===== config.mk =====
export PLATFORM = sky130hd
export DESIGN_NAME = gio_port_block
export DESIGN_NICKNAME = d
export VERILOG_FILES = /design/src/logic/gio_pkg.sv /design/src/logic/gio_port_block.sv
export SDC_FILE = /design/constraint.sdc
export NUM_CORES = 1
export LEC_CHECK = 0
export ABC_CLOCK_PERIOD_IN_PS = 2600
export CORE_MARGIN = 1
export CORE_UTILIZATION = 45
export DETAILED_ROUTE_END_ITERATION = 6
export DONT_BUFFER_PORTS = 1
export GPL_TIMING_DRIVEN = 0
export HOLD_SLACK_MARGIN = 0.08
export MAX_ROUTING_LAYER = met4
export PLACE_DENSITY_LB_ADDON = 0.12
export SLEW_MARGIN = 30
export SYNTH_ARGS = -nofsm -noshare
export SYNTH_HDL_FRONTEND = slang
export SYNTH_SLANG_ARGS = --single-unit
export TNS_END_PERCENT = 1

===== constraint.sdc =====
create_clock -name clk_in -period 2.6 [get_ports clk_in]
set_clock_uncertainty 0.1 [all_clocks]
set_input_delay 0.26 -clock clk_in [delete_from_list [all_inputs] [get_ports clk_in]]
set_output_delay 0.26 -clock clk_in [all_outputs]
set_load 0.01 [all_outputs]

===== src/logic/gio_pkg.sv =====
package gio_pkg;

  // ****************************************
  // Geometry
  // ****************************************
  localparam int         NUM_PORTS     = 5;
  localparam int         PORT_W        = 8;
  localparam int         ADDR_W        = 8;
  localparam logic [2:0] PORT_A        = 3'h0;
  localparam logic [2:0] PORT_C        = 3'h1;
  localparam logic [2:0] PORT_D        = 3'h2;
  localparam logic [2:0] PORT_E        = 3'h3;
  localparam logic [2:0] PORT_F        = 3'h4;

  // ****************************************
  // Register offsets
  // ****************************************
  localparam logic [7:0] OFS_PORT_LAST = 8'h27;
  localparam logic [7:0] OFS_WAKE_EN   = 8'h28;
  localparam logic [7:0] OFS_PIN_IRQ   = 8'h2C;
  localparam logic [7:0] OFS_LCD       = 8'h30;
  localparam logic [7:0] OFS_BIT_OP    = 8'h34;
  localparam logic [7:0] OFS_STATUS    = 8'h38;
  localparam logic [7:0] OFS_MASK      = 8'h3C;
  localparam int         OFS_DIR_BIT   = 2;
  localparam int         OFS_IDX_LSB   = 3;

  // ****************************************
  // Reset values and pin layout
  // ****************************************
  localparam logic [7:0] RST_PORT      = 8'hFF;
  localparam logic [7:0] OD_MASK       = 8'h0C;
  localparam logic [7:0] DIR_MASK_C    = 8'hF3;
  localparam int         T0_PIN        = 4;
  localparam int         T1_PIN        = 6;
  localparam int         IRQ_PIN_A     = 0;
  localparam int         IRQ_PIN_B     = 5;
  localparam int         IRQ_PIN_C     = 7;
  localparam int         LCD_LINES     = 4;

  // ****************************************
  // Field positions
  // ****************************************
  localparam int         PIC_EN_LSB    = 0;
  localparam int         PIC_CAUSE_LSB = 4;
  localparam int         BOP_BIT_LSB   = 0;
  localparam int         BOP_VAL_BIT   = 3;
  localparam int         BOP_PORT_LSB  = 4;
  localparam int         BOP_DIR_BIT   = 7;
  localparam int         ST_WAKE       = 0;
  localparam int         ST_PIN_IRQ    = 1;
  localparam int         ST_W          = 2;

  // ****************************************
  // Bus responses
  // ****************************************
  localparam logic [1:0] RESP_OKAY     = 2'h0;
  localparam logic [1:0] RESP_SLVERR   = 2'h2;

endpackage


===== src/logic/gio_port_block.sv =====
`timescale 1ns/1ps
// Summary of operation
// - Five ports, each a register pair, every pin except port C lines 2 and 3 tied to one bit of its direction register.
// - Port inputs are not latched; the pin level is sampled when the read is taken.
// - Written port data sits in an output latch until that latch is written again.
// - Direction bit 1 makes the pin a readable input, 0 a push-pull output.
// - Reading an output pin returns the latch, not the pin level.
// - Port C lines 2 and 3 are open-drain output-only, no pull-up, no direction bit.
// - An input pin gets a weak pull-up when the build option selects it.
// - Reset sets every data latch and direction bit high.
// - Single-bit set and clear read the whole port, change one bit, write all back.
// - In power-down, a falling edge on any enabled port A pin wakes the device.
// - Port C lines 4 and 6 feed the timer 0 and timer 1 external clocks.
// - Port C lines 0, 5 and 7 raise the pin interrupt, enabled by bits 0 to 2.
// - Bits 4 to 6 of the pin interrupt control record which pin caused it.
// - Port D lines 0 to 3 serve as LCD commons, set by the LCD common control.
module gio_port_block
  import gio_pkg::*;
#(
  parameter logic [39:0] PULLUP_OPT = 40'h00_0000_0000
) (
  input  wire logic              clk_in,
  input  wire logic              rst_in,
  input  wire logic [ADDR_W-1:0] s_axi_awaddr_in,
  input  wire logic              s_axi_awvalid_in,
  output logic                   s_axi_awready_out,
  input  wire logic [31:0]       s_axi_wdata_in,
  input  wire logic [3:0]        s_axi_wstrb_in,
  input  wire logic              s_axi_wvalid_in,
  output logic                   s_axi_wready_out,
  output logic [1:0]             s_axi_bresp_out,
  output logic                   s_axi_bvalid_out,
  input  wire logic              s_axi_bready_in,
  input  wire logic [ADDR_W-1:0] s_axi_araddr_in,
  input  wire logic              s_axi_arvalid_in,
  output logic                   s_axi_arready_out,
  output logic [31:0]            s_axi_rdata_out,
  output logic [1:0]             s_axi_rresp_out,
  output logic                   s_axi_rvalid_out,
  input  wire logic              s_axi_rready_in,
  input  wire logic [7:0]        port_a_pins_in,
  output logic [7:0]             port_a_pins_out,
  output logic [7:0]             port_a_pins_oe_n_out,
  output logic [7:0]             port_a_pullup_out,
  input  wire logic [7:0]        port_c_pins_in,
  output logic [7:0]             port_c_pins_out,
  output logic [7:0]             port_c_pins_oe_n_out,
  output logic [7:0]             port_c_pullup_out,
  input  wire logic [7:0]        port_d_pins_in,
  output logic [7:0]             port_d_pins_out,
  output logic [7:0]             port_d_pins_oe_n_out,
  output logic [7:0]             port_d_pullup_out,
  input  wire logic [7:0]        port_e_pins_in,
  output logic [7:0]             port_e_pins_out,
  output logic [7:0]             port_e_pins_oe_n_out,
  output logic [7:0]             port_e_pullup_out,
  input  wire logic [7:0]        port_f_pins_in,
  output logic [7:0]             port_f_pins_out,
  output logic [7:0]             port_f_pins_oe_n_out,
  output logic [7:0]             port_f_pullup_out,
  input  wire logic              halted_in,
  output logic                   wake_out,
  output logic                   pin_irq_out,
  output logic                   irq_out,
  input  wire logic              timer0_ext_sel_in,
  input  wire logic              timer1_ext_sel_in,
  output logic                   timer0_clock_input_out,
  output logic                   timer1_clock_input_out,
  output logic [LCD_LINES-1:0]   lcd_common_en_out,
  output logic [LCD_LINES-1:0]   lcd_common_bias_out
);

  // ****************************************
  // Helpers
  // ****************************************
  function automatic logic [7:0] eff_dir(input logic [2:0] idx, input logic [7:0] d);
    eff_dir = (idx == PORT_C) ? (d & DIR_MASK_C) : d;
  endfunction

  function automatic logic [7:0] port_view(input logic [7:0] d, input logic [7:0] e,
                                           input logic [7:0] p);
    port_view = (e & p) | (~e & d);
  endfunction

  function automatic logic addr_ok(input logic [ADDR_W-1:0] a);
    addr_ok = (a <= OFS_PORT_LAST) || (a[7:2] >= OFS_WAKE_EN[7:2] && a[7:2] <= OFS_MASK[7:2]);
  endfunction

  // ****************************************
  // State
  // ****************************************
  logic [7:0]            port_data_r [NUM_PORTS];
  logic [7:0]            port_data_nxt [NUM_PORTS];
  logic [7:0]            port_dir_r [NUM_PORTS];
  logic [7:0]            port_dir_nxt [NUM_PORTS];
  logic [7:0]            pin_prev_r [NUM_PORTS];
  logic [7:0]            pin_w [NUM_PORTS];
  logic [7:0]            fall_w [NUM_PORTS];
  logic [7:0]            pin_out_w [NUM_PORTS];
  logic [7:0]            oe_n_w [NUM_PORTS];
  logic [7:0]            pullup_w [NUM_PORTS];
  logic [7:0]            wake_en_r, wake_en_nxt;
  logic [2:0]            pic_en_r, pic_en_nxt;
  logic [2:0]            cause_r, cause_nxt, cause_evt;
  logic [7:0]            lcd_r, lcd_nxt;
  logic [ST_W-1:0]       status_r, status_nxt, mask_r, mask_nxt;
  logic                  wake_r, wake_evt;
  logic                  aw_valid_r, aw_valid_nxt, w_valid_r, w_valid_nxt;
  logic [ADDR_W-1:0]     aw_addr_r, aw_addr_nxt;
  logic [31:0]           w_data_r, w_data_nxt;
  logic                  w_lane_r, w_lane_nxt;
  logic                  bvalid_r, bvalid_nxt, rvalid_r, rvalid_nxt;
  logic [1:0]            bresp_r, bresp_nxt, rresp_r, rresp_nxt;
  logic [31:0]           rdata_r, rdata_nxt;
  logic                  do_write;
  logic                  ar_hs;

  assign pin_w[0] = port_a_pins_in;
  assign pin_w[1] = port_c_pins_in;
  assign pin_w[2] = port_d_pins_in;
  assign pin_w[3] = port_e_pins_in;
  assign pin_w[4] = port_f_pins_in;

  // ****************************************
  // Pin drivers
  // ****************************************
  for (genvar gi = 0; gi < NUM_PORTS; gi++) begin : g_pin
    localparam logic [2:0] IDX = 3'(gi);
    localparam logic [7:0] ODM = (IDX == PORT_C) ? OD_MASK : 8'h00;
    logic [7:0] lcd_m;
    assign lcd_m = (IDX == PORT_D) ? {4'h0, lcd_r[3:0]} : 8'h00;
    assign fall_w[gi]    = pin_prev_r[gi] & ~pin_w[gi];
    assign pin_out_w[gi] = port_data_r[gi] & ~ODM;
    assign oe_n_w[gi]    = (eff_dir(IDX, port_dir_r[gi]) & ~ODM) | (port_data_r[gi] & ODM)
                           | lcd_m;
    assign pullup_w[gi]  = eff_dir(IDX, port_dir_r[gi]) & PULLUP_OPT[8*gi +: 8];
  end

  assign port_a_pins_out      = pin_out_w[0];
  assign port_c_pins_out      = pin_out_w[1];
  assign port_d_pins_out      = pin_out_w[2];
  assign port_e_pins_out      = pin_out_w[3];
  assign port_f_pins_out      = pin_out_w[4];
  assign port_a_pins_oe_n_out = oe_n_w[0];
  assign port_c_pins_oe_n_out = oe_n_w[1];
  assign port_d_pins_oe_n_out = oe_n_w[2];
  assign port_e_pins_oe_n_out = oe_n_w[3];
  assign port_f_pins_oe_n_out = oe_n_w[4];
  assign port_a_pullup_out    = pullup_w[0];
  assign port_c_pullup_out    = pullup_w[1];
  assign port_d_pullup_out    = pullup_w[2];
  assign port_e_pullup_out    = pullup_w[3];
  assign port_f_pullup_out    = pullup_w[4];

  assign timer0_clock_input_out = timer0_ext_sel_in & port_c_pins_in[T0_PIN];
  assign timer1_clock_input_out = timer1_ext_sel_in & port_c_pins_in[T1_PIN];
  assign lcd_common_en_out      = lcd_r[3:0];
  assign lcd_common_bias_out    = lcd_r[7:4];

  // ****************************************
  // Events
  // ****************************************
  assign wake_evt  = halted_in & |(fall_w[0] & wake_en_r);
  assign cause_evt = {fall_w[1][IRQ_PIN_C], fall_w[1][IRQ_PIN_B], fall_w[1][IRQ_PIN_A]}
                     & pic_en_r;
  assign wake_out    = wake_r;
  assign pin_irq_out = |cause_r;
  assign irq_out     = |(status_r & mask_r);

  // ****************************************
  // Bus write channel
  // ****************************************
  assign s_axi_awready_out = ~aw_valid_r & ~bvalid_r;
  assign s_axi_wready_out  = ~w_valid_r & ~bvalid_r;
  assign s_axi_bvalid_out  = bvalid_r;
  assign s_axi_bresp_out   = bresp_r;
  assign do_write          = aw_valid_r & w_valid_r;

  always_comb begin
    aw_valid_nxt = aw_valid_r;
    aw_addr_nxt  = aw_addr_r;
    w_valid_nxt  = w_valid_r;
    w_data_nxt   = w_data_r;
    w_lane_nxt   = w_lane_r;
    bvalid_nxt   = bvalid_r;
    bresp_nxt    = bresp_r;
    if (s_axi_awvalid_in && s_axi_awready_out) begin
      aw_valid_nxt = 1'b1;
      aw_addr_nxt  = s_axi_awaddr_in;
    end
    if (s_axi_wvalid_in && s_axi_wready_out) begin
      w_valid_nxt = 1'b1;
      w_data_nxt  = s_axi_wdata_in;
      w_lane_nxt  = s_axi_wstrb_in[0];
    end
    if (do_write) begin
      aw_valid_nxt = 1'b0;
      w_valid_nxt  = 1'b0;
      bvalid_nxt   = 1'b1;
      bresp_nxt    = addr_ok(aw_addr_r) ? RESP_OKAY : RESP_SLVERR;
    end else if (bvalid_r && s_axi_bready_in) begin
      bvalid_nxt = 1'b0;
    end
  end

  always_ff @(posedge clk_in) begin
    if (rst_in) begin
      aw_valid_r <= 1'b0;
      aw_addr_r  <= '0;
      w_valid_r  <= 1'b0;
      w_data_r   <= 32'h0000_0000;
      w_lane_r   <= 1'b0;
      bvalid_r   <= 1'b0;
      bresp_r    <= RESP_OKAY;
    end else begin
      aw_valid_r <= aw_valid_nxt;
      aw_addr_r  <= aw_addr_nxt;
      w_valid_r  <= w_valid_nxt;
      w_data_r   <= w_data_nxt;
      w_lane_r   <= w_lane_nxt;
      bvalid_r   <= bvalid_nxt;
      bresp_r    <= bresp_nxt;
    end
  end

  // ****************************************
  // Bus read channel
  // ****************************************
  assign s_axi_arready_out = ~rvalid_r;
  assign s_axi_rvalid_out  = rvalid_r;
  assign s_axi_rdata_out   = rdata_r;
  assign s_axi_rresp_out   = rresp_r;
  assign ar_hs             = s_axi_arvalid_in & ~rvalid_r;

  always_comb begin
    logic [2:0] idx;
    logic [7:0] val;
    idx        = s_axi_araddr_in[OFS_IDX_LSB +: 3];
    val        = 8'h00;
    rvalid_nxt = rvalid_r;
    rdata_nxt  = rdata_r;
    rresp_nxt  = rresp_r;
    if (s_axi_araddr_in <= OFS_PORT_LAST) begin
      if (s_axi_araddr_in[OFS_DIR_BIT]) begin
        val = eff_dir(idx, port_dir_r[idx]);
      end else begin
        val = port_view(port_data_r[idx], eff_dir(idx, port_dir_r[idx]), pin_w[idx]);
      end
    end else if (s_axi_araddr_in[7:2] == OFS_WAKE_EN[7:2]) begin
      val = wake_en_r;
    end else if (s_axi_araddr_in[7:2] == OFS_PIN_IRQ[7:2]) begin
      val = {1'b0, cause_r, 1'b0, pic_en_r};
    end else if (s_axi_araddr_in[7:2] == OFS_LCD[7:2]) begin
      val = lcd_r;
    end else if (s_axi_araddr_in[7:2] == OFS_STATUS[7:2]) begin
      val = {6'h00, status_r};
    end else if (s_axi_araddr_in[7:2] == OFS_MASK[7:2]) begin
      val = {6'h00, mask_r};
    end
    if (ar_hs) begin
      rvalid_nxt = 1'b1;
      rdata_nxt  = {24'h00_0000, val};
      rresp_nxt  = addr_ok(s_axi_araddr_in) ? RESP_OKAY : RESP_SLVERR;
    end else if (rvalid_r && s_axi_rready_in) begin
      rvalid_nxt = 1'b0;
    end
  end

  always_ff @(posedge clk_in) begin
    if (rst_in) begin
      rvalid_r <= 1'b0;
      rdata_r  <= 32'h0000_0000;
      rresp_r  <= RESP_OKAY;
    end else begin
      rvalid_r <= rvalid_nxt;
      rdata_r  <= rdata_nxt;
      rresp_r  <= rresp_nxt;
    end
  end

  // ****************************************
  // Port and interrupt registers
  // ****************************************
  always_comb begin
    logic [2:0] idx;
    logic [7:0] tmp;
    idx           = w_data_r[BOP_PORT_LSB +: 3];
    tmp           = 8'h00;
    port_data_nxt = port_data_r;
    port_dir_nxt  = port_dir_r;
    wake_en_nxt   = wake_en_r;
    pic_en_nxt    = pic_en_r;
    cause_nxt     = cause_r;
    lcd_nxt       = lcd_r;
    status_nxt    = status_r;
    mask_nxt      = mask_r;
    if (do_write && w_lane_r) begin
      if (aw_addr_r <= OFS_PORT_LAST) begin
        if (aw_addr_r[OFS_DIR_BIT]) begin
          port_dir_nxt[aw_addr_r[OFS_IDX_LSB +: 3]] = w_data_r[7:0];
        end else begin
          port_data_nxt[aw_addr_r[OFS_IDX_LSB +: 3]] = w_data_r[7:0];
        end
      end else if (aw_addr_r[7:2] == OFS_WAKE_EN[7:2]) begin
        wake_en_nxt = w_data_r[7:0];
      end else if (aw_addr_r[7:2] == OFS_PIN_IRQ[7:2]) begin
        pic_en_nxt = w_data_r[PIC_EN_LSB +: 3];
        cause_nxt  = cause_r & ~w_data_r[PIC_CAUSE_LSB +: 3];
      end else if (aw_addr_r[7:2] == OFS_LCD[7:2]) begin
        lcd_nxt = w_data_r[7:0];
      end else if (aw_addr_r[7:2] == OFS_BIT_OP[7:2]) begin
        if (idx < 3'(NUM_PORTS)) begin
          if (w_data_r[BOP_DIR_BIT]) begin
            tmp = port_dir_r[idx];
            tmp[w_data_r[BOP_BIT_LSB +: 3]] = w_data_r[BOP_VAL_BIT];
            port_dir_nxt[idx] = tmp;
          end else begin
            tmp = port_view(port_data_r[idx], eff_dir(idx, port_dir_r[idx]), pin_w[idx]);
            tmp[w_data_r[BOP_BIT_LSB +: 3]] = w_data_r[BOP_VAL_BIT];
            port_data_nxt[idx] = tmp;
          end
        end
      end else if (aw_addr_r[7:2] == OFS_STATUS[7:2]) begin
        status_nxt = status_r & ~w_data_r[ST_W-1:0];
      end else if (aw_addr_r[7:2] == OFS_MASK[7:2]) begin
        mask_nxt = w_data_r[ST_W-1:0];
      end
    end
    cause_nxt               = cause_nxt | cause_evt;
    status_nxt[ST_WAKE]    = status_nxt[ST_WAKE] | wake_evt;
    status_nxt[ST_PIN_IRQ] = status_nxt[ST_PIN_IRQ] | (|cause_evt);
  end

  always_ff @(posedge clk_in) begin
    if (rst_in) begin
      for (int i = 0; i < NUM_PORTS; i++) begin
        port_data_r[i] <= RST_PORT;
        port_dir_r[i]  <= RST_PORT;
        pin_prev_r[i]  <= RST_PORT;
      end
      wake_en_r <= 8'h00;
      pic_en_r  <= 3'h0;
      cause_r   <= 3'h0;
      lcd_r     <= 8'h00;
      status_r  <= '0;
      mask_r    <= '0;
      wake_r    <= 1'b0;
    end else begin
      for (int i = 0; i < NUM_PORTS; i++) begin
        port_data_r[i] <= port_data_nxt[i];
        port_dir_r[i]  <= port_dir_nxt[i];
        pin_prev_r[i]  <= pin_w[i];
      end
      wake_en_r <= wake_en_nxt;
      pic_en_r  <= pic_en_nxt;
      cause_r   <= cause_nxt;
      lcd_r     <= lcd_nxt;
      status_r  <= status_nxt;
      mask_r    <= mask_nxt;
      wake_r    <= wake_evt;
    end
  end
endmodule


==> results.cfg <==
[synth]
seq_area_frac_synth_pct = 31.1
synth_fa_ha_area_share_pct = 0
synth_edf_count = 0
synth_top_area_share_pct = 31.1
synthFlopType = dfxtp_1
avgSynthCellArea_sq_um = 8.09
synth_area_sq_um = 9460
synth_compound_area_share_pct = 23.7
synthMuxAreaShare_pct = 12.8
synthSimpleGateAreaFrac_pct = 20.0
async_reset_ff_share_pct = 0
ys_types = 75
synth_area_leaders = dfxtp_1 31%, buf_4 8.5%, nand2_1 5.8%
yosysWarnings = 0
syn_inst = 1170
synth-seq-cells = 147
synth_top_family_by_area = compound AO/OA/AOI/OAI gates
synth_xor_xnor_area_share_pct = 0
yosys.area.top_type = dfxtp_1

[setup_path]
reg2reg_depth = 6
cp_max_fo = 7
path_class = reg -> reg
endpoint_kind = flip-flop
arrival_ns = 3.04
cp_data_required_time_ns = 2.82
critPathLaunch = aw_addr_r[5]$_SDFFE_PP0P_
reg2reg_from = aw_addr_r[5]$_SDFFE_PP0P_
start_kind = flip-flop

[final_layout]
final_common_cell = dfxtp_1
area_growth_pct = 18.9
final_cells = 1582
drive_gt1_share_pct = 21.6
fill_cells = 1976
final_area_sq_um = 11300
nNetsFinal = 1402
layout_common_cells = 147 x dfxtp_1, 146 x nand2_1, 119 x buf_4

[route]
initialDrtViolationCount = 1241
finalWirelength_microns = 42000
via_per_inst = 6.34
drc = 0
drtPass1Iterations = 5
vias = 10000
drtAntennaViolNets = 0
wl_per_cell_microns = 26.6

[sta]
hold_viol = 0
finalWorstSetupSlack_ns = -0.218
setup_viol = 17
relSlewSlack_pct = 35.6
rsz0062_at_grt = true
fin_crit_sh_pct = 108
worst_slew_pin_slew_ns = 0.956
fmax_mhz = 355
min_period_ns = 2.82
slew_viol_final = 0

[die]
die_h_microns = 147
initial_utilization_pct = 46.3
fp.dieArea_sq_um = 21600
die_x_microns = 147
io_pins = 276
rows = 52
fp.coreArea_sq_um = 20400

[power_and_ir_drop]
vdd_ir_drop_max_v = 0.000423
p_per_area_nw_per_um2 = 536
p_leak_uw = 0.00428

[grt]
globalRouteOverflowTotal = 0
grtUsageMet1_pct = 50.5
grtUsageMet3_pct = 11.4
grt_pass1_wl_microns = 60500
antenna_found_initial = 1
grt_pass1_vias = 9122
grt_max_degree = 17
busiest_layer = met2
globalRouteTotalUtil_pct = 39.7
grt_util_met2_pct = 56.7

[cts]
cts.htree.levels = 4
clk_latency_ns = 0.45
cts_sinks = 147
tritoncts = done
clockBufferDepth = 2
root_buffer = clkbuf_16
numCtsBuffers = 17
clkSlewWorstSetupHoldPaths_ns = 0.06

[worst_hold_path]
hold_path_class = in -> reg
min_from = s_axi_araddr_in[6]
hold_depth = 2

[place]
gp_congestion = 1.01
placed_area_sq_um = 10100
dp_cells = 1507
port_buffers = 0
dpl.hpwl_microns = 31400

[status]
violations = setup timing
status = complete, but fails checks

[flow_run]
maxCapViolations = 0
logic make-up after synthesis:
family          count (synthesis)
compound gates                339
buf+inv                       195
flops                         147
mux                            91
other cells                     1
simple gates                  397
cells in the mapped netlist, types with 5 or more instances:
library cell,n
dfxtp_1,147
nand2_1,147
buf_4,107
nor2_1,102
a21oi_1,94
o21ai_0,51
mux2i_1,50
clkbuf_1,46
a31oi_1,37
nand3_1,37
buf_2,28
a22oi_1,22
mux4_2,22
or2_2,20
mux2_2,19
o22ai_1,17
nor3_1,13
o211ai_1,13
and2_1,11
o21a_1,10
a211oi_1,9
a221oi_1,9
and3_1,9
nand3b_1,9
o21ai_1,9
nor2b_1,8
a221o_1,7
a2bb2oi_1,7
inv_1,7
nand2b_1,7
a211o_1,5
buf_1,5
o22a_1,5
o2bb2ai_1,5
metal layers:
metal,routed length (microns),vias up
li1,-,4361
met1,16400,4737
met2,17700,776
met3,5690,148
met4,2170,0
met5,0,-
layout make-up:
class	count	area, sq um	area share, %
multi-input cells	895	5750	51.1
flip-flops and latches	147	2940	26.1
plain buffers	185	1160	10.3
clock buffers	19	453	4.02
repair buffers	45	443	3.94
well taps	270	338	3.00
clock inverters	11	128	1.13
inverters	9	33.8	0.300
diodes	1	2.50	0.0222
final timing paths:
check	slack, ns	to
hold reg to reg	0.38	wake_en_r[2]$_SDFFE_PP0P_
setup / recovery	-0.22	port_d_pins_out[6]$_SDFFE_PP1P_
hold / removal	0.09	s_axi_rresp_out[1]$_SDFFE_PP0P_
setup reg to reg	-0.22	port_d_pins_out[6]$_SDFFE_PP1P_
power breakdown:
part | leakage, uW | internal, uW | switching (uW)
registers | 0.00120 | 2290 | 44.3
logic | 0.00280 | 398 | 757
clock network | 0.000278 | 1460 | 1080
registers in the layout, indices dropped and copies added (netlist names), 2 cells and up:
name	cells
aw_addr_r	6
cause_r	3
lcd_r	8
mask_r	2
pic_en_r	3
pin_prev_r	11
port_a_pins_oe_n_out	8
port_a_pins_out	8
port_c_pins_out	6
port_d_pins_out	8
port_data_r	2
port_dir_r	16
port_e_pins_oe_n_out	8
port_e_pins_out	8
port_f_pins_oe_n_out	8
port_f_pins_out	8
s_axi_rdata_out	8
status_r	2
w_data_r	8
wake_en_r	8
critical path: stages, from the launching register on:
cell and delay [ns]:
dfxtp_1 0.38, or3_1 0.47, nor2_1 0.56, nor2_1 0.33, nor2_1 0.56, and3_1 0.25
a211oi_1 0.05
what timing repair did:
action	CTS	global route
resized for setup	21	36
pin swaps	1	3
endpoints found under the hold margin	35	0
setup endpoints to repair	60	78
hold buffers	37	0
setup buffers	0	8
per-stage QoR:
step / setup TNS [ns] / hold WS, ns / util, % / setup slack, ns / power [uW]
after floorplan: 0 / 0.257 / - / 0.509 / 3090
after global placement: -9.96 / 0.263 / 49.2 / -0.372 / 3400
after detailed placement: -9.05 / 0.267 / 49.2 / -0.431 / 3400
after CTS: -0.407 / 0.0917 / 54.3 / -0.101 / 5940
after global routing: -1.32 / 0.112 / 55.1 / -0.118 / 6170
final: -0.929 / 0.0853 / 55.1 / -0.218 / 6030
Note: power is estimated with default switching activity, not from simulation.
